File: config.mk
export PLATFORM = sky130hd
export DESIGN_NAME = dual_data_address_generator
export DESIGN_NICKNAME = d
export VERILOG_FILES = /design/src/dag_pkg.sv /design/src/dual_data_address_generator.sv
export SDC_FILE = /design/constraint.sdc
export NUM_CORES = 2
export LEC_CHECK = 0
export BUFFER_PORTS_ARGS = -buffer_cell sky130_fd_sc_hd__buf_4
export CORE_MARGIN = 4
export CORE_UTILIZATION = 30
export DETAILED_ROUTE_END_ITERATION = 10
export GPL_ROUTABILITY_DRIVEN = 0
export PLACE_DENSITY_LB_ADDON = 0.08
export RECOVER_POWER = 50
export SLEW_MARGIN = 10
export SYNTH_ARGS = -nofsm -noshare
export SYNTH_HDL_FRONTEND = slang
export SYNTH_SLANG_ARGS = --single-unit
File: constraint.sdc
create_clock -name clk -period 9.6 [get_ports clk]
set_input_delay 0.48 -clock clk [delete_from_list [all_inputs] [get_ports clk]]
set_output_delay 0.48 -clock clk [all_outputs]
set_load 0.1 [all_outputs]
File: src/dag_pkg.sv
// package for the dual data address generator
// assumes a single core clock and synchronous reset
package dag_pkg;
  localparam int ADDR_W = 14;
  localparam int NUM_PTR = 4;
  localparam int NUM_GEN = 2;
  localparam logic [13:0] PTR_RESET = 14'h0000;
  localparam logic [13:0] STEP_RESET = 14'h0000;
  localparam logic [13:0] LEN_RESET = 14'h0000;
  localparam logic [13:0] BASE_RESET = 14'h0000;

  // register file targets for a load
  typedef enum logic [1:0] {
    SEL_PTR,
    SEL_STEP,
    SEL_LEN,
    SEL_BASE
  } reg_sel_t;

  // one indirect access request from the sequencer
  typedef struct packed {
    logic valid;
    logic [1:0] ptr;
    logic [1:0] step;
  } access_t;

  // one register load
  typedef struct packed {
    logic valid;
    logic gen;
    reg_sel_t sel;
    logic [1:0] idx;
    logic [13:0] data;
  } load_t;

  typedef struct packed {
    logic [13:0] ptr;
    logic [13:0] step;
    logic [13:0] len;
    logic [13:0] base;
  } slot_t;
endpackage : dag_pkg

File: src/dual_data_address_generator.sv
// two data address generators with post-modify and circular wrap
// assumes requests come from the sequencer synchronous to clk
module dual_data_address_generator (
  input wire logic clk,
  input wire logic rst,
  input dag_pkg::access_t genAReq,
  input dag_pkg::access_t genBReq,
  input wire logic genBToData,
  input wire logic bitReverse,
  input dag_pkg::access_t serialReq,
  input dag_pkg::load_t load,
  output logic [13:0] dataAddr,
  output logic dataAddrValid,
  output logic [13:0] programAddr,
  output logic programAddrValid,
  output logic [13:0] serialAddr,
  output logic serialAddrValid
);
  import dag_pkg::*;

  // -------------------------------------------------------------
  // state
  // -------------------------------------------------------------
  typedef struct packed {
    slot_t [NUM_GEN-1:0][NUM_PTR-1:0] slots;
    logic [13:0] dataAddr;
    logic dataValid;
    logic [13:0] progAddr;
    logic progValid;
    logic [13:0] serAddr;
    logic serValid;
  } state_t;

  state_t st;
  state_t next_st;

  function automatic logic [13:0] postModify(input slot_t s,
                                             input logic [13:0] m);
    logic [13:0] sum;
    logic [13:0] top;
    sum = s.ptr + m;
    top = s.base + s.len;
    postModify = sum;
    if (s.len != 14'h0000) begin
      if (!m[13] && sum >= top) begin
        postModify = sum - s.len;
      end else if (m[13] && sum < s.base) begin
        postModify = sum + s.len;
      end
    end
  endfunction : postModify

  function automatic logic [13:0] reverse(input logic [13:0] a);
    for (int i = 0; i < ADDR_W; i++) begin
      reverse[i] = a[ADDR_W-1-i];
    end
  endfunction : reverse

  // -------------------------------------------------------------
  // next state
  // -------------------------------------------------------------
  always_comb begin
    slot_t sa;
    slot_t sb;
    slot_t ss;
    sa = st.slots[0][genAReq.ptr];
    sb = st.slots[1][genBReq.ptr];
    ss = st.slots[0][serialReq.ptr];
    next_st = st;
    next_st.dataValid = 1'b0;
    next_st.progValid = 1'b0;
    next_st.serValid = 1'b0;
    if (load.valid) begin
      case (load.sel)
        SEL_PTR: next_st.slots[load.gen][load.idx].ptr = load.data;
        SEL_STEP: next_st.slots[load.gen][load.idx].step = load.data;
        SEL_LEN: next_st.slots[load.gen][load.idx].len = load.data;
        SEL_BASE: next_st.slots[load.gen][load.idx].base = load.data;
        default: next_st.slots[load.gen][load.idx].ptr = load.data;
      endcase
    end
    // serial port borrows generator a when the core leaves it idle
    if (serialReq.valid && !genAReq.valid) begin
      next_st.serAddr = ss.ptr;
      next_st.serValid = 1'b1;
      next_st.slots[0][serialReq.ptr].ptr =
        postModify(ss, st.slots[0][serialReq.step].step);
    end
    if (genAReq.valid) begin
      next_st.dataAddr = bitReverse ? reverse(sa.ptr) : sa.ptr;
      next_st.dataValid = 1'b1;
      next_st.slots[0][genAReq.ptr].ptr =
        postModify(sa, st.slots[0][genAReq.step].step);
    end
    if (genBReq.valid) begin
      if (genBToData && !genAReq.valid) begin
        next_st.dataAddr = sb.ptr;
        next_st.dataValid = 1'b1;
      end else if (!genBToData) begin
        next_st.progAddr = sb.ptr;
        next_st.progValid = 1'b1;
      end
      if (!genBToData || !genAReq.valid) begin
        next_st.slots[1][genBReq.ptr].ptr =
          postModify(sb, st.slots[1][genBReq.step].step);
      end
    end
  end

  always_ff @(posedge clk) begin
    if (rst) begin
      for (int g = 0; g < NUM_GEN; g++) begin
        for (int p = 0; p < NUM_PTR; p++) begin
          st.slots[g][p] <= '{PTR_RESET, STEP_RESET, LEN_RESET, BASE_RESET};
        end
      end
      st.dataAddr <= 14'h0000;
      st.dataValid <= 1'b0;
      st.progAddr <= 14'h0000;
      st.progValid <= 1'b0;
      st.serAddr <= 14'h0000;
      st.serValid <= 1'b0;
    end else begin
      st <= next_st;
    end
  end

  assign dataAddr = st.dataAddr;
  assign dataAddrValid = st.dataValid;
  assign programAddr = st.progAddr;
  assign programAddrValid = st.progValid;
  assign serialAddr = st.serAddr;
  assign serialAddrValid = st.serValid;

  // -------------------------------------------------------------
  // checks
  // -------------------------------------------------------------
  property p_dual;
    @(posedge clk) disable iff (rst)
    (genAReq.valid && genBReq.valid && !genBToData && !load.valid)
      |=> (dataAddrValid && programAddrValid);
  endproperty
  a_dual: assert property (p_dual)
    else $error("dual fetch missing");

  property p_addr;
    @(posedge clk) disable iff (rst)
    (genAReq.valid && !bitReverse)
      |=> dataAddr == $past(st.slots[0][genAReq.ptr].ptr);
  endproperty
  a_addr: assert property (p_addr)
    else $error("wrong data address");

  property p_rev;
    @(posedge clk) disable iff (rst)
    (genAReq.valid && bitReverse)
      |=> dataAddr == reverse($past(st.slots[0][genAReq.ptr].ptr));
  endproperty
  a_rev: assert property (p_rev)
    else $error("bit reverse wrong");

  property p_nowrap;
    @(posedge clk) disable iff (rst)
    (genBReq.valid && !genBToData && !load.valid
      && st.slots[1][genBReq.ptr].len == 14'h0000)
      |=> st.slots[1][$past(genBReq.ptr)].ptr ==
          $past(st.slots[1][genBReq.ptr].ptr
                + st.slots[1][genBReq.step].step);
  endproperty
  a_nowrap: assert property (p_nowrap)
    else $error("zero length wrapped");

  property p_refuse;
    @(posedge clk) disable iff (rst)
    (genBReq.valid && genBToData && genAReq.valid && !load.valid)
      |=> st.slots[1][$past(genBReq.ptr)].ptr
          == $past(st.slots[1][genBReq.ptr].ptr);
  endproperty
  a_refuse: assert property (p_refuse)
    else $error("refused request moved its pointer");

  property p_serial;
    @(posedge clk) disable iff (rst)
    (serialReq.valid && !genAReq.valid)
      |=> serialAddrValid
          && serialAddr == $past(st.slots[0][serialReq.ptr].ptr);
  endproperty
  a_serial: assert property (p_serial)
    else $error("serial address wrong");

  property p_serdrop;
    @(posedge clk) disable iff (rst)
    (serialReq.valid && genAReq.valid) |=> !serialAddrValid;
  endproperty
  a_serdrop: assert property (p_serdrop)
    else $error("serial served while generator a busy");

  slot_t wrapSlot;
  logic [13:0] wrapStep;
  logic wrapInRange;

  // only forward steps shorter than the buffer are covered: a longer step is
  // folded back by a single length and may still land outside
  assign wrapSlot = st.slots[0][genAReq.ptr];
  assign wrapStep = st.slots[0][genAReq.step].step;
  assign wrapInRange = wrapSlot.len != 14'h0000
    && wrapSlot.ptr >= wrapSlot.base
    && wrapSlot.ptr - wrapSlot.base < wrapSlot.len
    && !wrapStep[13] && wrapStep < wrapSlot.len;

  property p_wrap;
    @(posedge clk) disable iff (rst)
    (genAReq.valid && !load.valid && wrapInRange)
      |=> st.slots[0][$past(genAReq.ptr)].ptr >= $past(wrapSlot.base)
          && st.slots[0][$past(genAReq.ptr)].ptr - $past(wrapSlot.base)
             < $past(wrapSlot.len);
  endproperty
  a_wrap: assert property (p_wrap)
    else $error("pointer left its buffer");
endmodule : dual_data_address_generator

Word level (Yosys, flattened, before mapping). Index checks and enable logic that the tools add are counted.

Register bits after elaboration: 493. Input port bits: 39. Output and inout port bits: 45. Logic and storage cells: 166.

$add $sub $neg: 12. Order comparisons: 19. Eq/ne operators: 3. Muxes and demuxes: 66. Bitwise operators: 3. Reduce and logical (&&, ||, !) cells: 25.

Operator list (number): $bwmux 448 (4); $pmux 448 s4 (1); $mux 224 (7); $demux 224 s1 (4); $demux 56 s2 (7); $bmux 56 s2 (6); $bwmux 224 (3); $mux 448 (1); $mux 56 (7); $mux 239 (1); $mux 14 (15); $mux 42 (4); $add 14x14->14 (9); $mux 15 (3); $ge 14x14->1 (3); $lt 14x14->1 (3); $reduce_bool 14->1 (3); $sub 14x14->14 (3); $mux 30 (1); $mux 28 (1); $lt 2x3->1 const B (7); $logic_and 1x1->1 (13); $ge 2x1->1 const B (4); $logic_not 1->1 (5); 10 further kinds (13).

Longest topological paths before layout.
Depth after elaboration: 15. Gate-level depth with buffers: 27. Depth with buffers taken out: 22.

Least setup slack after synthesis. No wires, ideal clock.

Path type: input port to flip-flop. From: input port genBReq[2] (netlist name). To: register st[377] (netlist name). Setup time: 135 ps. Arrival time: 6267 ps. Data required time: 9465 ps. Path slack: 3198 ps. Stages on the path: 24. Path buffers: 3. Cell sequence: buf_2 -> clkbuf_1 -> buf_1 -> mux4_2 -> fa_1 -> a21o_1 -> a21oi_1 -> o21bai_1 -> a21oi_1 -> o21bai_1 -> a21oi_1 -> o21bai_1 -> a2111oi_0 -> nor3_1 -> xnor2_1 -> ha_1 -> nand4_1 -> nor2_1 -> a21oi_1 -> a31oi_1 -> mux2_2 -> xnor2_1 -> mux2i_1 -> a211oi_1.

Longest elaborated chain between the ends: 13. Elaborated cells on any way between the ends: 24. Those cells by class: add/sub: 4; order compare: 4; mux: 12; reduce/logical: 4.

RTL lines: from (decl) (line dual_data_address_generator.sv:7) `input dag_pkg::access_t genBReq,`; $bmux 56 s2 (line dual_data_address_generator.sv:67) `sb = st.slots[1][genBReq.ptr];`; $mux 56 (implied by the code) (line dual_data_address_generator.sv:67); $add 14x14->14 (line dual_data_address_generator.sv:41) `sum = s.ptr + m;`; $lt 14x14->1 (line dual_data_address_generator.sv:47) `end else if (m[13] && sum < s.base) begin`; $logic_and 1x1->1 (line dual_data_address_generator.sv:47); $mux 14 (line dual_data_address_generator.sv:47); $mux 14 (line dual_data_address_generator.sv:45) `if (!m[13] && sum >= top) begin`; $mux 14 (line dual_data_address_generator.sv:44) `if (s.len != 14'h0000) begin`; $mux 14 (line dual_data_address_generator.sv:103) `if (!genBToData || !genAReq.valid) begin`; $mux 14 (line dual_data_address_generator.sv:95) `if (genBReq.valid) begin`; $bwmux 224 (*) (line dual_data_address_generator.sv:104) `next_st.slots[1][genBReq.ptr].ptr =`; $mux 224 (*) (line dual_data_address_generator.sv:103); $mux 224 (*) (line dual_data_address_generator.sv:95); to (signal assigned) (line dual_data_address_generator.sv:124) `st <= next_st;`; to (decl) (line dual_data_address_generator.sv:34) `state_t st;`.

Mark *: on every way between the ends. The rest lies on a longest branch, timed or not. The select of a mux whose other input is x is not followed. A chain may end at the register's enable or synchronous reset.

Worst setup path in the final report. Same ends and word-level chain as after synthesis.

==> impl_summary.txt <==
----------------------------------------------------
[GRT]
  Overflow left after global routing ... 0
  Wire length of the first global-routing pass ... 205000 um
  Maximum number of pins on one net before global-route repair ... 186
  Vias in the first global route ... 28.5k
  Number of antenna violations at the first check in global routing ... 14
  Overall routing resource usage ... 23.4%

[STA]
  Minimum clock period ... 7.53 ns
  Endpoints failing hold ... 0
  Period utilization ... 78.5%
  Transition at the pin with the smallest max-transition slack ... 3.45 ns
  Number of pins with negative max-slew slack in the final report ... 198
  Fin Clk Skew ... 0.0859 ns
  Unrepaired setup endpoints after global routing ... no
  Final setup vio count ... 0
  Setup TNS after final layout ... 0 ns
  Relative slew slack ... -130%
  Min Hold Slack ... 0.206 ns
  Highest clock frequency the design can meet ... 133 MHz

[Run]
  Max-capacitance violation count ... 8

[Yosys]
  Synth Net Count ... 4262
  Share of the synthesized area in the top cell type ... 29.7%
  Top_reg_cell synth ... dfxtp_1
  Instance count of the mapped netlist ... 3973
  EDFF count, synth ... 0
  Number of library cell types mapped by synthesis ... 105
  Share of synthesized flip-flops with an asynchronous set or reset ... 0%
  Mean Syn Cell Area ... 8.36 um2
  Fraction of the yosys area taken by sequential cells ... 29.7%
  Top cell type by total area after synthesis ... dfxtp_1
  #FFs+latches synth ... 493
  Total standard cell area after synthesis ... 33200 um2
  Most area-consuming cells after synthesis ... dfxtp_1 30%, mux4_2 11%, nand2_1 10%, ha_1 9.0%, a21oi_1 7.8%
  Number of warnings printed during yosys synthesis ... 0

[Finish]
  Nets ... 4164
  Fraction of final layout cells with drive strength greater than 1 ... 11.7%
  Commonest non-fill, non-tap cells in the layout ... 911 x nand2_1, 516 x a21oi_1, 493 x dfxtp_1, 238 x ha_1, 167 x mux4_2
  Final instance area ... 36700 um2
  Leading cell type in the layout, fill and taps excluded ... nand2_1
  Area growth from synthesis to layout ... 10.6%

[Routing]
  Routed WL ... 140000 um
  DR pass1 iterations ... 5
  Vias per inst ... 5.54
  Number of routed nets with antenna violations ... 0
  DRC Markers ... 0
  Number of vias in the routed layout ... 30.0k
  Routed wirelength normalized by instance count ... 25.9 um
  Drt first-iter violations ... 2771

[Worst setup path]
  Critical path arrival ... 8.09 ns
  Kind of end point of the critical path ... flop
  Max FO, Critical Path ... 26
  Critical Setup Path Class ... primary input to flop
  Worst Path Required ... 10.16 ns
  Kind of launch point of the worst setup path ... primary input

[Power]
  Overall power of the completed layout ... 0.00566 W
  Comb power frac ... 19.9%
  Power Internal ... 0.00386 W
  Net switching component of the power ... 0.00180 W
  Clock power frac ... 42.7%
  Register share of total power ... 37.4%
  Leakage component of the power ... 13.2 nW
  P per Cell Area ... 154 nW/um2
  Maximum ir drop on the vdd rail ... 0.000160 V
  Switch share ... 31.7%

[Clocking]
  Buffer type at the clock tree root ... clkbuf_16
  Clock tree buffer depth ... 3
  Quantity of gates resized following cts ... 0
  H-tree lvl count ... 2
  Hold_buf cts ... 0
  Clock tree from TritonCTS ... built
  Number of setup buffers added after CTS ... 0
  Number of sinks handled by clock tree synthesis ... 493
  Number of buffers created by CTS ... 60
  Clock network latency to the later pin of the worst-skew pair ... 0.72 ns
  Clock slew at the register clock pins of the worst setup and hold paths ... 0.06 ns

[Floorplanning]
  Core region area ... 109000 um2
  Die footprint ... 116000 um2
  # IOs ... 84
  Die Width ... 341 um
  Starting density of the core ... 30.4%
  Total number of placement rows ... 121
  Die Span Y ... 341 um

[Outcome]
  Result of the run ... finished with violations
  Violated checks ... capacitance limit, slew limit

[Placement]
  Placed Instance Area ... 34900 um2
  I/O Buffers ... 83
  HPWL reported at the end of detailed placement ... 98500 um

[Worst hold path]
  Hold Crit Class ... primary input to flop

----------------------------------------------------
-- logic make-up (layout without fill, tap and decap cells) --
logic type               after synthesis  in the layout  synth area share [%]
buffers and inverters                458            410                  5.77
AND/OR/NAND/NOR                     1381           1381                  17.9
XOR/XNOR                             102            102                  2.77
AO/OA/AOI/OAI                       1068           1068                  21.1
other                                  0             10                     0
multiplexers                         220            220                  13.0
adder cells (fa/ha/maj)              251            251                  9.73
flip-flops                           493            493                  29.7
-- worst max-delay path, cell delays in order --
cell and delay [ns]:
clkbuf_1 1.77, buf_4 0.52, mux4_2 0.62, ha_1 0.28
fa_1 0.43, a21o_1 0.17, a21oi_1 0.22, o21bai_1 0.12
o311a_1 0.31, a311o_1 0.39, xnor2_1 0.62, ha_1 0.30
o21ai_0 0.08, o21ai_0 0.16, o211ai_1 0.11, a31oi_1 0.17
buf_4 0.27, mux2_2 0.38, xnor2_1 0.12, mux2i_1 0.40
a211oi_1 0.14
-- synthesized netlist by cell type (all sizes together) (66+ instances only) --
| cell type | instances |
|---|---|
| ha | 238 |
| o21ai | 81 |
| buf | 81 |
| nand3 | 75 |
| mux4 | 167 |
| xnor2 | 66 |
| a211oi | 121 |
| nand2 | 912 |
| dfxtp | 493 |
| a21oi | 518 |
| inv | 153 |
| nor2 | 157 |
| clkbuf | 224 |
-- routing by layer --
layer | GRT usage [%] | share of wire, %
met1 | 34.1 | 48
met2 | 36.5 | 44
met3 | 3.81 | 6.0
met4 | 4.97 | 2.2
met5 | 0 | 0.024
-- power by group through the flow --
stage          clock (W)  combinational (W)  sequential, W
3_3_place_gp           0            0.00113        0.00216
4_1_cts          0.00246            0.00112        0.00212
5_1_grt          0.00254            0.00122        0.00212
6_report         0.00242            0.00112        0.00212
2_1_floorplan          0           0.000766        0.00215
3_5_place_dp           0            0.00112        0.00216
-- final timing paths --
path,start,end,slack [ns],cells after the start
worst max-delay path,genBReq[2],st[377],2.07,21
worst min-delay path,genBReq[4],dataAddrValid,0.21,3
worst max register to register,flop,st[267],2.92,21
worst min register to register,flop,flop,0.45,2
-- final cells by class --
class,count,area [um2]
multi-input cells,3022,21500
well taps,1476,1850
repair buffers,145,898
fillers,11600,72600
clock inverters,23,300
diodes,10,25.0
inverters,153,574
clock buffers,89,1760
flip-flops and latches,493,9870
-- through the flow --
stage | util, % | setup WS [ns] | instances
CTS | 33.8 | 2.87 | 5401
global placement | 31.9 | 2.32 | 5289
detailed placement | 31.9 | 2.23 | 5289
floorplan | - | 3.20 | 3973
global route | 33.6 | 1.29 | 5401
finish | 33.6 | 2.07 | 5411
Note: power is estimated with default switching activity, not from simulation.
